[config.mk]
export PLATFORM = sky130hd
export DESIGN_NAME = sci_rx_status
export DESIGN_NICKNAME = d
export VERILOG_FILES = /design/src/logic/sci_rx_pkg.sv /design/src/logic/sci_rx_status.sv
export SDC_FILE = /design/constraint.sdc
export NUM_CORES = 1
export LEC_CHECK = 0
export ABC_CLOCK_PERIOD_IN_PS = 3200
export BUFFER_PORTS_ARGS = -buffer_cell sky130_fd_sc_hd__buf_2
export CORE_MARGIN = 2
export CORE_UTILIZATION = 35
export CTS_CLUSTER_SIZE = 24
export DETAILED_ROUTE_END_ITERATION = 12
export PLACE_DENSITY_LB_ADDON = 0.15
export SYNTH_ARGS = -nofsm -noshare
export SYNTH_HDL_FRONTEND = slang
export SYNTH_SLANG_ARGS = --single-unit
[constraint.sdc]
create_clock -name CLK -period 3.2 [get_ports CLK]
set_input_delay 0.64 -clock CLK [delete_from_list [all_inputs] [get_ports CLK]]
set_output_delay 0.64 -clock CLK [all_outputs]
set_load 0.01 [all_outputs]
[src/logic/sci_rx_pkg.sv]
// constants and types for the receive status, data buffer and baud generator block
package sci_rx_pkg;

  // ----------------------------------------------------------------
  // register bus
  // ----------------------------------------------------------------
  localparam int          ADDR_W           = 3;
  localparam int          DATA_W           = 8;
  localparam logic [2:0]  ADDR_STATUS_ONE  = 3'h0;
  localparam logic [2:0]  ADDR_STATUS_TWO  = 3'h1;
  localparam logic [2:0]  ADDR_DATA        = 3'h2;
  localparam logic [2:0]  ADDR_RATE        = 3'h3;
  localparam logic [2:0]  ADDR_CONTROL     = 3'h4;
  localparam logic [2:0]  ADDR_OPTION_TWO  = 3'h5;
  localparam logic [7:0]  READ_ZERO        = 8'h00;

  // ----------------------------------------------------------------
  // field positions
  // ----------------------------------------------------------------
  localparam int ST1_FULL   = 5;
  localparam int ST1_NOISE  = 2;
  localparam int ST1_FRAME  = 1;
  localparam int ST1_PARITY = 0;
  localparam int ST2_NINTH  = 2;
  localparam int ST2_BREAK  = 1;
  localparam int ST2_ACTIVE = 0;
  localparam int CTL_NOISE_IE  = 0;
  localparam int CTL_FRAME_IE  = 1;
  localparam int CTL_PARITY_IE = 2;
  localparam int CTL_NINE_BIT  = 3;
  localparam int CTL_PARITY_EN = 4;
  localparam int CTL_PARITY_ODD = 5;
  localparam int CTL_RX_ENABLE = 6;
  localparam int RATE_PS_LSB   = 4;
  localparam int RATE_DIV_LSB  = 0;
  localparam int OPT2_SRC      = 0;
  localparam logic [7:0] CONTROL_RESET = 8'h00;
  localparam logic [1:0] PRESCALE_RESET = 2'h0;
  localparam logic [2:0] DIVISOR_RESET  = 3'h0;

  // ----------------------------------------------------------------
  // baud generation and sampling
  // ----------------------------------------------------------------
  localparam logic [3:0] PD_CODE0 = 4'h1;
  localparam logic [3:0] PD_CODE1 = 4'h3;
  localparam logic [3:0] PD_CODE2 = 4'h4;
  localparam logic [3:0] PD_CODE3 = 4'hD;
  localparam int         BAUD_W         = 13;
  localparam int         RATE_FACTOR    = 64;
  localparam int         SAMPLES_PER_BIT = 16;
  localparam int         TICK_SHIFT     = $clog2(RATE_FACTOR / SAMPLES_PER_BIT);
  localparam logic [3:0] PH_FIRST    = 4'h1;
  localparam logic [3:0] PH_SAMPLE_A = 4'h7;
  localparam logic [3:0] PH_SAMPLE_C = 4'h9;
  localparam logic [3:0] PH_LAST     = 4'hF;
  localparam logic [3:0] BITS_8      = 4'h8;
  localparam logic [3:0] BITS_9      = 4'h9;
  localparam int         IDLE_BITS   = 10;
  localparam logic [7:0] IDLE_TICKS  = 8'(IDLE_BITS * SAMPLES_PER_BIT);

  typedef enum logic [3:0] {
    ST_IDLE  = 4'b0001,
    ST_START = 4'b0010,
    ST_DATA  = 4'b0100,
    ST_STOP  = 4'b1000
  } rx_state_type;

endpackage

[src/logic/sci_rx_status.sv]
// receive status flags, shared data buffer and baud generator of the serial port
// Contract
// RQ1 - noise on receive line sets noise_flag; error request when noise_irq_en set
// RQ2 - noise_flag clears on status one read then data read; reset clears
// RQ3 - stop bit sampled low sets framing_error_flag; request when framing_irq_en set
// RQ4 - framing flag clears on status one read with it set, then data read
// RQ5 - parity check failure sets parity_error_flag; request when parity_irq_en set
// RQ6 - parity flag clears on status one read with it set, then data read
// RQ7 - break sets line_break_flag, framing and full flags; break never interrupts (code: its framing flag still requests when framing_irq_en set)
// RQ8 - in nine-bit mode a break forces rx_ninth_bit to zero
// RQ9 - break flag clears on status two read with it set, then data read
// RQ10 - break flag sets again only after line returns high and new break
// RQ11 - low at first sample tick of start search sets receive_active_flag
// RQ12 - false start or idle character clears receive_active_flag
// RQ13 - data read gives received byte, write gives byte to send; reset keeps
// RQ14 - software should avoid read-modify-write on the data buffer
// RQ15 - one rate from rate_select_register serves transmitter and receiver
// RQ16 - prescale_sel codes give divisors 1, 3, 4, 13; reset to 00
// RQ17 - rate_divisor_sel gives power-of-two divisor 1 to 128; reset to 000
// RQ18 - baud rate is source clock over 64 times prescale times divisor
// RQ19 - baud source is bus clock or crystal_ref_clock per rate_clock_source_sel
// RQ20 - software should poll receive_active_flag before disabling or stopping
// RQ21 - completed character moving into data buffer sets rx_full_flag
// RQ22 - enabled noise, framing, parity flags combine into one error request
// RQ23 - sampling tick runs at sixteen times bit rate for start search and data
`timescale 1ns/100ps
module sci_rx_status
  import sci_rx_pkg::*;
(
  input  wire logic                          CLK,
  input  wire logic                          ARST_N,
  input  wire logic [sci_rx_pkg::ADDR_W-1:0] ADDR,
  input  wire logic [sci_rx_pkg::DATA_W-1:0] WDATA,
  input  wire logic                          WR,
  input  wire logic                          RD,
  output logic      [sci_rx_pkg::DATA_W-1:0] RDATA,
  input  wire logic                          RXD,
  input  wire logic                          XTAL_CLK,
  output logic                               ERR_IRQ,
  output logic                               RX_FULL,
  output logic      [sci_rx_pkg::DATA_W-1:0] TX_DATA,
  output logic                               TX_LOAD,
  output logic                               BIT_TICK
);
  import sci_rx_pkg::*;

  // ----------------------------------------------------------------
  // helpers
  // ----------------------------------------------------------------
  function automatic logic maj3(input logic [2:0] s);
    maj3 = (s[0] & s[1]) | (s[1] & s[2]) | (s[0] & s[2]);
  endfunction

  function automatic logic noisy3(input logic [2:0] s);
    noisy3 = (s != 3'b000) && (s != 3'b111);
  endfunction

  // ----------------------------------------------------------------
  // declarations
  // ----------------------------------------------------------------
  logic         noise_irq_en;
  logic         framing_irq_en;
  logic         parity_irq_en;
  logic         nine_bit;
  logic         parity_en;
  logic         parity_odd;
  logic         rx_enable;
  logic         rate_clock_source_sel;
  logic [1:0]   prescale_sel;
  logic [2:0]   rate_divisor_sel;

  logic         noise_flag;
  logic         framing_error_flag;
  logic         parity_error_flag;
  logic         line_break_flag;
  logic         receive_active_flag;
  logic         rx_full_flag;
  logic [7:0]   data_buf;
  logic         rx_ninth_bit;

  logic         arm_noise;
  logic         arm_frame;
  logic         arm_parity;
  logic         arm_full;
  logic         arm_break;

  logic         xtal_prev;
  logic         src_tick;
  logic [3:0]   prescale_div;
  logic [BAUD_W-1:0] baud_mod;
  logic [BAUD_W-1:0] baud_cnt;
  logic         baud_wrap;
  logic         sample_tick;
  logic [3:0]   bit_div;

  rx_state_type state;
  rx_state_type next_state;
  logic [3:0]   ph;
  logic [3:0]   next_ph;
  logic [3:0]   bit_cnt;
  logic [3:0]   next_bit_cnt;
  logic [8:0]   shreg;
  logic [8:0]   next_shreg;
  logic [2:0]   smp;
  logic [2:0]   next_smp;
  logic         line_high;
  logic         next_line_high;
  logic [7:0]   idle_cnt;
  logic [7:0]   next_idle_cnt;
  logic         next_active;
  logic         noise_seen;
  logic         next_noise_seen;
  logic         frame_done;
  logic         noise_ev;

  logic         rd_st1;
  logic         rd_st2;
  logic         rd_data;
  logic         wr_data;
  logic         wr_rate;
  logic         wr_ctl;
  logic         wr_opt2;
  logic [7:0]   rd_value;
  logic [7:0]   status_one;
  logic [7:0]   status_two;
  logic [7:0]   control_value;
  logic [7:0]   rate_value;
  logic [7:0]   opt2_value;

  logic [3:0]   frame_len;
  logic [7:0]   rx_byte;
  logic         rx_bit8;
  logic         parity_calc;
  logic         parity_bad;
  logic         stop_one;
  logic         all_zero;
  logic         break_ev;
  logic         clr_noise;
  logic         clr_frame;
  logic         clr_parity;
  logic         clr_full;
  logic         clr_break;
  logic         set_frame;

  // ----------------------------------------------------------------
  // bus decode
  // ----------------------------------------------------------------
  assign rd_st1  = RD && (ADDR == ADDR_STATUS_ONE);
  assign rd_st2  = RD && (ADDR == ADDR_STATUS_TWO);
  assign rd_data = RD && (ADDR == ADDR_DATA);
  assign wr_data = WR && (ADDR == ADDR_DATA);
  assign wr_rate = WR && (ADDR == ADDR_RATE);
  assign wr_ctl  = WR && (ADDR == ADDR_CONTROL);
  assign wr_opt2 = WR && (ADDR == ADDR_OPTION_TWO);

  always_comb begin
    status_one = READ_ZERO;
    status_one[ST1_FULL]   = rx_full_flag;
    status_one[ST1_NOISE]  = noise_flag;
    status_one[ST1_FRAME]  = framing_error_flag;
    status_one[ST1_PARITY] = parity_error_flag;
    status_two = READ_ZERO;
    status_two[ST2_NINTH]  = rx_ninth_bit;
    status_two[ST2_BREAK]  = line_break_flag;
    status_two[ST2_ACTIVE] = receive_active_flag;
    control_value = READ_ZERO;
    control_value[CTL_NOISE_IE]   = noise_irq_en;
    control_value[CTL_FRAME_IE]   = framing_irq_en;
    control_value[CTL_PARITY_IE]  = parity_irq_en;
    control_value[CTL_NINE_BIT]   = nine_bit;
    control_value[CTL_PARITY_EN]  = parity_en;
    control_value[CTL_PARITY_ODD] = parity_odd;
    control_value[CTL_RX_ENABLE]  = rx_enable;
    rate_value = READ_ZERO;
    rate_value[RATE_PS_LSB +: 2]  = prescale_sel;
    rate_value[RATE_DIV_LSB +: 3] = rate_divisor_sel;
    opt2_value = READ_ZERO;
    opt2_value[OPT2_SRC] = rate_clock_source_sel;
  end

  // the data address reads the received byte only; writes go to the transmitter (see RQ13)
  assign rd_value = (ADDR == ADDR_STATUS_ONE) ? status_one :
                    (ADDR == ADDR_STATUS_TWO) ? status_two :
                    (ADDR == ADDR_DATA)       ? data_buf :
                    (ADDR == ADDR_RATE)       ? rate_value :
                    (ADDR == ADDR_CONTROL)    ? control_value :
                    (ADDR == ADDR_OPTION_TWO) ? opt2_value : READ_ZERO;

  // ----------------------------------------------------------------
  // software registers
  // ----------------------------------------------------------------
  always_ff @(posedge CLK or negedge ARST_N) begin
    if (!ARST_N) begin
      {rx_enable, parity_odd, parity_en, nine_bit} <= CONTROL_RESET[CTL_RX_ENABLE:CTL_NINE_BIT];
      {parity_irq_en, framing_irq_en, noise_irq_en} <= CONTROL_RESET[CTL_PARITY_IE:CTL_NOISE_IE];
      prescale_sel          <= PRESCALE_RESET; // see RQ16
      rate_divisor_sel      <= DIVISOR_RESET; // see RQ17
      rate_clock_source_sel <= 1'b0;
    end else begin
      if (wr_ctl) begin
        {rx_enable, parity_odd, parity_en, nine_bit} <= WDATA[CTL_RX_ENABLE:CTL_NINE_BIT];
        {parity_irq_en, framing_irq_en, noise_irq_en} <= WDATA[CTL_PARITY_IE:CTL_NOISE_IE];
      end
      if (wr_rate) begin
        prescale_sel     <= WDATA[RATE_PS_LSB +: 2];
        rate_divisor_sel <= WDATA[RATE_DIV_LSB +: 3];
      end
      if (wr_opt2) begin
        rate_clock_source_sel <= WDATA[OPT2_SRC];
      end
    end
  end

  always_ff @(posedge CLK or negedge ARST_N) begin
    if (!ARST_N) begin
      RDATA   <= READ_ZERO;
      TX_LOAD <= 1'b0;
    end else begin
      RDATA   <= RD ? rd_value : READ_ZERO;
      TX_LOAD <= wr_data;
    end
  end

  // transmit byte is data, not control: reset leaves it alone (see RQ13)
  always_ff @(posedge CLK) begin
    if (wr_data) begin
      TX_DATA <= WDATA;
    end
  end

  // ----------------------------------------------------------------
  // baud generator
  // ----------------------------------------------------------------
  // crystal reference is slow next to the bus clock, so its rising edge is the tick
  assign src_tick = rate_clock_source_sel ? (XTAL_CLK & ~xtal_prev) : 1'b1; // see RQ19

  assign prescale_div = (prescale_sel == 2'h0) ? PD_CODE0 :
                        (prescale_sel == 2'h1) ? PD_CODE1 :
                        (prescale_sel == 2'h2) ? PD_CODE2 : PD_CODE3; // see RQ16

  // sample period is 4*PD*BD source ticks, so 16 samples make 64*PD*BD (see RQ17)
  assign baud_mod  = (BAUD_W'(prescale_div) << TICK_SHIFT) << rate_divisor_sel; // see RQ18
  assign baud_wrap = src_tick && (baud_cnt >= baud_mod - BAUD_W'(1));

  always_ff @(posedge CLK or negedge ARST_N) begin
    if (!ARST_N) begin
      xtal_prev   <= 1'b0;
      baud_cnt    <= '0;
      sample_tick <= 1'b0;
      bit_div     <= 4'h0;
      BIT_TICK    <= 1'b0;
    end else begin
      xtal_prev   <= XTAL_CLK;
      sample_tick <= baud_wrap; // see RQ23
      if (src_tick) begin
        baud_cnt <= baud_wrap ? '0 : baud_cnt + BAUD_W'(1);
      end
      if (sample_tick) begin
        bit_div <= bit_div + 4'h1;
      end
      // one bit clock shared with the transmitter (see RQ15)
      BIT_TICK <= sample_tick && (bit_div == PH_LAST);
    end
  end

  // ----------------------------------------------------------------
  // receiver sequencing
  // ----------------------------------------------------------------
  always_comb begin
    next_state      = state;
    next_ph         = ph;
    next_bit_cnt    = bit_cnt;
    next_shreg      = shreg;
    next_smp        = smp;
    next_line_high  = line_high;
    next_idle_cnt   = idle_cnt;
    next_active     = receive_active_flag;
    next_noise_seen = noise_seen;
    frame_done      = 1'b0;
    noise_ev        = 1'b0;
    if (!rx_enable) begin
      next_state     = ST_IDLE;
      next_active    = 1'b0;
      next_line_high = 1'b0;
      next_idle_cnt  = 8'h00;
    end else if (sample_tick) begin
      next_ph = ph + 4'h1;
      if (ph >= PH_SAMPLE_A && ph <= PH_SAMPLE_C) begin
        next_smp = {RXD, smp[2:1]};
      end
      unique case (state)
        ST_IDLE: begin
          next_ph = PH_FIRST;
          if (RXD) begin
            next_line_high = 1'b1;
            if (idle_cnt != IDLE_TICKS) begin
              next_idle_cnt = idle_cnt + 8'h01;
            end
            if (idle_cnt == IDLE_TICKS - 8'h01) begin
              next_active = 1'b0; // see RQ12
            end
          end else begin
            next_idle_cnt = 8'h00;
            // a start is only searched once the line has been seen high
            if (line_high) begin
              next_state      = ST_START;
              next_active     = 1'b1; // see RQ11
              next_noise_seen = 1'b0;
            end
          end
        end
        ST_START: begin
          if (ph == PH_SAMPLE_C) begin
            if (maj3(next_smp)) begin
              next_state = ST_IDLE;
              next_active = 1'b0; // see RQ12
            end else begin
              noise_ev = noisy3(next_smp);
            end
          end
          if (ph == PH_LAST) begin
            next_state   = ST_DATA;
            next_bit_cnt = 4'h0;
          end
        end
        ST_DATA: begin
          if (ph == PH_SAMPLE_C) begin
            next_shreg = {maj3(next_smp), shreg[8:1]};
            noise_ev   = noisy3(next_smp);
          end
          if (ph == PH_LAST) begin
            next_bit_cnt = bit_cnt + 4'h1;
            if (bit_cnt + 4'h1 == frame_len) begin
              next_state = ST_STOP;
            end
          end
        end
        ST_STOP: begin
          if (ph == PH_SAMPLE_C) begin
            frame_done = 1'b1;
            noise_ev   = noisy3(next_smp);
            // a low stop keeps the search shut until the line is high again (see RQ10)
            next_line_high = maj3(next_smp);
            next_idle_cnt  = 8'h00;
            next_state     = ST_IDLE;
          end
        end
        default: begin
          next_state = ST_IDLE;
        end
      endcase
      if (noise_ev) begin
        next_noise_seen = 1'b1;
      end
    end
  end

  always_ff @(posedge CLK or negedge ARST_N) begin
    if (!ARST_N) begin
      state               <= ST_IDLE;
      ph                  <= PH_FIRST;
      bit_cnt             <= 4'h0;
      shreg               <= 9'h000;
      smp                 <= 3'h7;
      line_high           <= 1'b0;
      idle_cnt            <= 8'h00;
      receive_active_flag <= 1'b0;
      noise_seen          <= 1'b0;
    end else begin
      state               <= next_state;
      ph                  <= next_ph;
      bit_cnt             <= next_bit_cnt;
      shreg               <= next_shreg;
      smp                 <= next_smp;
      line_high           <= next_line_high;
      idle_cnt            <= next_idle_cnt;
      receive_active_flag <= next_active;
      noise_seen          <= next_noise_seen;
    end
  end

  // ----------------------------------------------------------------
  // frame decode
  // ----------------------------------------------------------------
  // parity, when enabled, is the top bit of the character
  assign frame_len   = nine_bit ? BITS_9 : BITS_8;
  assign rx_byte     = nine_bit ? shreg[7:0] : shreg[8:1];
  assign rx_bit8     = shreg[8];
  assign parity_calc = nine_bit ? ^shreg : ^shreg[8:1];
  assign parity_bad  = parity_en && (parity_calc != parity_odd); // see RQ5
  assign stop_one    = maj3(next_smp);
  assign all_zero    = nine_bit ? (shreg == 9'h000) : (shreg[8:1] == 8'h00);
  assign break_ev    = frame_done && all_zero && !stop_one; // see RQ7
  assign set_frame   = frame_done && !stop_one; // see RQ3

  // ----------------------------------------------------------------
  // status flags and clearing sequence
  // ----------------------------------------------------------------
  // a flag is armed by the status read that shows it set, and cleared by the next data read
  assign clr_noise  = rd_data && arm_noise; // see RQ2
  assign clr_frame  = rd_data && arm_frame; // see RQ4
  assign clr_parity = rd_data && arm_parity; // see RQ6
  assign clr_full   = rd_data && arm_full;
  assign clr_break  = rd_data && arm_break; // see RQ9

  always_ff @(posedge CLK or negedge ARST_N) begin
    if (!ARST_N) begin
      arm_noise  <= 1'b0;
      arm_frame  <= 1'b0;
      arm_parity <= 1'b0;
      arm_full   <= 1'b0;
      arm_break  <= 1'b0;
    end else begin
      if (rd_st1) begin
        arm_noise  <= noise_flag;
        arm_frame  <= framing_error_flag;
        arm_parity <= parity_error_flag;
        arm_full   <= rx_full_flag;
      end else if (rd_data) begin
        {arm_noise, arm_frame, arm_parity, arm_full} <= 4'h0;
      end
      if (rd_st2) begin
        arm_break <= line_break_flag;
      end else if (rd_data) begin
        arm_break <= 1'b0;
      end
    end
  end

  // new events win over a clear in the same cycle
  always_ff @(posedge CLK or negedge ARST_N) begin
    if (!ARST_N) begin
      noise_flag         <= 1'b0;
      framing_error_flag <= 1'b0;
      parity_error_flag  <= 1'b0;
      line_break_flag    <= 1'b0;
      rx_full_flag       <= 1'b0;
    end else begin
      noise_flag         <= (frame_done && next_noise_seen) || (noise_flag && !clr_noise); // see RQ1
      framing_error_flag <= set_frame || (framing_error_flag && !clr_frame); // see RQ7
      parity_error_flag  <= (frame_done && parity_bad) || (parity_error_flag && !clr_parity);
      line_break_flag    <= break_ev || (line_break_flag && !clr_break); // see RQ10
      rx_full_flag       <= frame_done || (rx_full_flag && !clr_full); // see RQ21
    end
  end

  // received data is not touched by reset
  always_ff @(posedge CLK) begin
    if (frame_done) begin
      data_buf     <= rx_byte; // see RQ13
      rx_ninth_bit <= (nine_bit && all_zero && !stop_one) ? 1'b0 : rx_bit8; // see RQ8
    end
  end

  // ----------------------------------------------------------------
  // outputs to the rest of the port
  // ----------------------------------------------------------------
  // break has no enable of its own; it reaches the request only through the framing flag it sets, when framing_irq_en is set (see RQ7)
  always_ff @(posedge CLK or negedge ARST_N) begin
    if (!ARST_N) begin
      ERR_IRQ <= 1'b0;
      RX_FULL <= 1'b0;
    end else begin
      ERR_IRQ <= (noise_flag && noise_irq_en) || (framing_error_flag && framing_irq_en) ||
                 (parity_error_flag && parity_irq_en); // see RQ22
      RX_FULL <= rx_full_flag;
    end
  end

endmodule

==> flow_metrics.py, run 1 <==
metrics = {
    "status": {
        "status": "complete, no violations",
    },
    "layout": {
        "final_cell_mix": "88 x nand2_1, 83 x dfrtp_1, 54 x o21ai_0, 49 x nor2_1, 35 x buf_2",
        "fin_nets": 693,
        "n_antenna_cell": 0,
        "fin_util": 0.404,
        "layout_commonest_cell": "nand2_1",
        "fin_cells": 873,
        "layout-drive-gt1-share": 0.167,
        "n_fill_cell": 1627,
        "syn2layout_area_growth_pct": 13.6,
    },
    "clock_tree": {
        "cts_sinks": 106,
        "cts_max_level": 3,
        "clock_latency_ps": 360,
        "clockBufferDepth": 2,
        "cts_tree": "yes",
        "root_buffer": "clkbuf_16",
        "cts_hold_buf": 0,
        "clk_pin_slew_ps": 70,
        "numCtsBuffers": 9,
    },
    "critical_path": {
        "worstSetupEndpointType": "flop",
        "path_class": "flop to flop",
        "cpMostUsedCell": "nor2_1",
        "max_stage_delay_ps": 470,
        "cpLargestDelayFamily": "simple AND/OR/NAND/NOR gates",
        "path_buf_inv": 0,
        "cp_cell_sequence": "nor2_1 > nand3_1 > ha_2 > nor2_1 > a221oi_1 > a31oi_1 > a31oi_1 > a21o_1 > ha_1 > nand2_1 > o21ai_0 > a21oi_1 > and3_4 > nor2_2 > nor2_1",
        "cp.required_ps": 3440,
        "cpMaxStageDelayCell": "dfrtp_1",
        "critPathMaxFanout": 10,
        "arrival_ps": 3250,
        "cp-start-kind": "flop",
    },
    "routing": {
        "via_count": 4609,
        "wire_per_inst_um": 15.6,
        "first_pass_iters": 5,
        "drtIter0Drc": 323,
        "ant_nets": 0,
        "drc": 0,
        "avgViaCountPerCell": 5.28,
        "wirelength_um": 13600,
    },
    "place": {
        "io_buffer_count": 36,
        "place_inst": 856,
        "place_congestion": 0.834,
        "dp_hpwl_um": 10100,
    },
    "grt": {
        "grt_start_max_net_pins": 36,
        "grt_pass1_wl_um": 22600,
        "antenna_found_initial": 0,
        "gr-usage-all-layers": 0.160,
        "grt_overflow": 0,
        "grt_pass1_vias": 4450,
    },
    "die": {
        "num_rows": 47,
        "die_w_um": 134,
        "io_pins": 37,
        "start_util": 0.356,
        "dieArea_um2": 17900,
        "core_um2": 16500,
        "die-height_um": 134,
    },
    "power": {
        "vdd_ir_drop_max_uv": 303,
        "p_total_mw": 3.79,
        "leakage_nw": 2.80,
        "cellPowerDensity_nw_per_um2": 567,
    },
    "job": {
        "maxCapViolations": 0,
    },
    "sta": {
        "slew_viol_final": 0,
        "timing_hold_violations_final": 0,
        "tns_ps": 0,
        "fin_crit_sh": 0.941,
        "worst_pin_slew_ps": 680,
        "rsz0062_at_grt": "yes",
        "finalCriticalPeriod_ps": 3010,
        "fin_skew_ps": 8.64,
        "slew_headroom": 0.540,
        "timing.hold.ws_ps": 229,
        "setup_viol": 0,
        "fmax_mhz": 332,
    },
    "synth": {
        "synth_edf_count": 17,
        "yosys_warnings": 0,
        "ys_ff_latch": 106,
        "avgSynthCellArea_um2": 9.52,
        "synth_area_um2": 5880,
        "synth_fp_nets": 663,
        "ys_types": 71,
        "synth-seq-area-share": 0.466,
        "synth-async-reset-ratio": 0.840,
        "synthCells": 618,
        "synth_ff_type": "dfrtp_1",
    },
    "min_path": {
        "hold_path.class": "input pin to asynchronous set/reset pin",
    },
}
## logic make-up after synthesis
family / count (synthesis) / share of synthesized area
compound gates: 148 / 0.160
xor+xnor: 27 / 0.0402
fa+ha+maj: 29 / 0.0615
buf+inv: 63 / 0.0421
flops: 106 / 0.466
mux: 26 / 0.0494
simple gates: 219 / 0.180
## sequential cells by signal (all words and copies together) (netlist names), 2 cells and up
signal,count
RDATA,8
ph,4
state,4
data_buf,8
baud_cnt,13
shreg,9
smp,3
TX_DATA,8
bit_div,4
prescale_sel,2
idle_cnt,8
bit_cnt,4
rate_divisor_sel,3
## metrics by stage
step / cell area [µm²] / setup WS, ps
floorplan: 5890 / 5.62
global placement: 6330 / 179
detailed placement: 6330 / -23.5
CTS: 6670 / 67.9
global route: 6680 / -54.3
finish: 6680 / 190
## path summary, 6_finish.rpt
| path | start | to | slack (ps) | depth (start not counted) |
|---|---|---|---|---|
| max | rate_divisor_sel[1] | baud_cnt[4] | 190 | 15 |
| min | ARST_N | rate_divisor_sel[2] | 230 | 1 |
| max reg2reg | rate_divisor_sel[1] | baud_cnt[4] | 190 | 15 |
| min reg2reg | rx_full_flag | RX_FULL | 410 | 0 |
| max in group asynchronous | ARST_N | ph[0] | 2180 | 2 |
| min in group CLK | XTAL_CLK | xtal_prev | 400 | 1 |
## final cells by class
class                           instances  area (µm²)  area share
Clock buffer                           11         264      0.0395
Inverter                               28         105      0.0157
Timing Repair Buffer                   53         310      0.0464
Clock inverter                          5        72.6      0.0109
Multi-Input combinational cell        450        2910       0.436
Sequential cell                       106        2750       0.411
Tap cell                              220         275      0.0412
## power by group
part	switching [mW]	internal (mW)
logic	0.491	0.367
registers	0.178	1.52
clock network	0.533	0.695
total	1.20	2.58
## synth_stat cells (6+ instances only)
| library cell | n | area share |
|---|---|---|
| a21oi_1 | 29 | 0.025 |
| mux2i_1 | 8 | 0.014 |
| xnor2_1 | 17 | 0.025 |
| nand2_1 | 88 | 0.056 |
| ha_1 | 28 | 0.060 |
| nand3_1 | 19 | 0.016 |
| buf_2 | 9 | 0.0077 |
| dfrtp_1 | 84 | 0.36 |
| inv_1 | 27 | 0.017 |
| o21ai_1 | 6 | 0.0051 |
| o31ai_1 | 11 | 0.014 |
| nor2_1 | 50 | 0.032 |
| mux2_2 | 16 | 0.031 |
| o21ai_0 | 54 | 0.046 |
| xor2_1 | 10 | 0.015 |
| clkbuf_1 | 25 | 0.016 |
| edfxtp_1 | 17 | 0.087 |
| nor2b_1 | 7 | 0.0074 |
| nor3_1 | 8 | 0.0068 |
| and3_1 | 7 | 0.0074 |
## routing by layer
layer,vias to the layer above,part of all wire,global-route usage
met4,0,0.023,0.0697
met1,2222,0.47,0.211
met3,25,0.037,0.0263
met5,-,0,0
met2,100,0.47,0.262
li1,2262,-,-
## timing repair
item                                    4_1_cts  5_1_grt
pin swaps                                     0        1
endpoints found under the setup margin        9       14
gates resized for setup                       1        4
buffers inserted                              0        0
cloned                                        0        1
(Power assumes the default switching activity.)
==> inputs of run 2 (changes only) <==
--- a/config.mk
+++ b/config.mk
@@ -7,6 +7,7 @@
 export LEC_CHECK = 0
 export ABC_CLOCK_PERIOD_IN_PS = 3200
 export BUFFER_PORTS_ARGS = -buffer_cell sky130_fd_sc_hd__buf_2
+export CORE_ASPECT_RATIO = 2
 export CORE_MARGIN = 2
 export CORE_UTILIZATION = 35
 export CTS_CLUSTER_SIZE = 24
==> flow_metrics.py, run 2 (synthesized netlist as in run 1, its figures left out) <==
metrics = {
    "status": {
        "status": "complete, no violations",
    },
    "sta": {
        "slew_viol_final": 0,
        "timing_hold_violations_final": 0,
        "tns_ps": 0,
        "fin_crit_sh": 0.921,
        "finalCriticalPeriod_ps": 2950,
        "fin_skew_ps": 10.3,
        "slew_headroom": 0.527,
        "fmax_mhz": 339,
        "fin_ws_ps": 254,
        "worst_pin_slew_ps": 700,
        "setup_viol": 0,
    },
    "grt": {
        "grt_pass1_wl_um": 21300,
        "grt_overflow": 0,
        "grt_start_max_net_pins": 52,
        "gr-usage-all-layers": 0.150,
        "antenna_found_initial": 0,
        "grt_pass1_vias": 4262,
    },
    "power": {
        "switchingPower_mw": 1.14,
        "intPower_mw": 2.44,
        "p_clk_frac": 0.287,
        "p_total_mw": 3.58,
        "vdd_ir_drop_max_uv": 267,
        "p_comb_frac": 0.243,
        "seq_power_share": 0.471,
        "leakage_nw": 2.77,
        "swShare": 0.317,
        "cellPowerDensity_nw_per_um2": 541,
    },
    "place": {
        "pre_cts_ws_ps": 72.0,
        "dp_hpwl_um": 9380,
        "io_buffer_count": 36,
        "place_congestion": 0.818,
    },
    "layout": {
        "regMostFlops": "baud_cnt",
        "n_fill_cell": 1686,
        "largest_register_ffs": 13,
        "syn2layout_area_growth_pct": 12.5,
        "layout_commonest_cell": "nand2_1",
        "final_cell_mix": "88 x nand2_1, 82 x dfrtp_1, 54 x o21ai_0, 48 x nor2_1, 35 x buf_2",
        "fin_nets": 693,
        "layout-drive-gt1-share": 0.167,
        "top_regs": "baud_cnt (13), shreg (9)",
        "n_antenna_cell": 0,
    },
    "clock_tree": {
        "root_buffer": "clkbuf_16",
        "clockBufferDepth": 2,
        "clk_pin_slew_ps": 70,
        "numCtsBuffers": 9,
        "cts_max_level": 3,
        "clock_latency_ps": 350,
        "cts_hold_buf": 0,
        "post_cts_resize_count": 0,
        "post-cts-setup-buffer-count": 0,
        "cts_tree": "yes",
        "cts_sinks": 106,
    },
    "critical_path": {
        "arrival_ps": 3210,
        "path_class": "flop to flop",
        "critPathMaxFanout": 8,
        "worstSetupEndpointType": "flop",
        "cp.required_ps": 3470,
        "cp-start-kind": "flop",
    },
    "die": {
        "num_rows": 67,
        "start_util": 0.354,
        "dieArea_um2": 17900,
        "core_um2": 16600,
        "die_w_um": 95.7,
        "die-height_um": 187,
        "io_pins": 37,
    },
    "routing": {
        "first_pass_iters": 5,
        "via_count": 4519,
        "wirelength_um": 12900,
        "wire_per_inst_um": 15.0,
        "ant_nets": 0,
        "avgViaCountPerCell": 5.25,
        "drtIter0Drc": 314,
        "drc": 0,
    },
    "job": {
        "maxCapViolations": 0,
    },
    "min_path": {
        "hold_path.class": "input pin to asynchronous set/reset pin",
    },
}
## run 2: critical path, cell delays in order, from the launching register on
cell      delay, ps
dfrtp_2         470
o21ai_0         160
o21ai_0         110
nand2_1          90
ha_2            240
nor2_1           60
a221oi_1        290
a31oi_1          70
a31oi_1         140
a21o_1          140
ha_1            230
a21oi_1         130
o21ai_0          90
a21oi_1         140
and3_2          280
a21oi_1          80
o21ai_0         140
## run 2: metrics by stage
step	utilization	hold slack [ps]	instances	cell area, µm²
after floorplan	-	344	618	5890
after global placement	0.381	404	844	6330
after detailed placement	0.381	425	844	6330
after CTS	0.398	285	860	6600
after global routing	0.399	308	860	6620
final	0.399	262	860	6620
## run 2: power by group through the flow
stage	Clock [mW]	Sequential [mW]	Combinational, mW
detailed placement	0	1.71	0.862
global route	1.12	1.71	0.996
finish	1.03	1.68	0.868
CTS	1.07	1.68	0.866
floorplan	0	1.66	0.612
global placement	0	1.70	0.854
## run 2: area by class of cell
cell class | count | area (µm²) | area share
flip-flops and latches | 106 | 2750 | 0.415
multi-input cells | 449 | 2900 | 0.439
clock buffers | 12 | 246 | 0.0372
well taps | 207 | 259 | 0.0391
clock inverters | 4 | 26.3 | 0.00397
repair buffers | 54 | 330 | 0.0499
inverters | 28 | 105 | 0.0159
## run 2: worst paths after layout
check / start / endpoint / slack [ps] / cells after the start
min in group CLK: XTAL_CLK / xtal_prev / 410 / 1
max: rate_divisor_sel[0] / baud_cnt[3] / 250 / 16
min: ARST_N / baud_cnt[0] / 260 / 1
min reg2reg: rx_full_flag / RX_FULL / 430 / 0
max reg2reg: rate_divisor_sel[0] / baud_cnt[3] / 250 / 16
max in group asynchronous: ARST_N / smp[0] / 2220 / 2
## run 2: routing by layer
layer	vias to the layer above	GRT usage	wire, µm
met3	17	0.0238	543
met5	-	0	0
met1	2135	0.218	6290
met2	102	0.222	5780
met4	0	0.0582	246
li1	2265	-	-
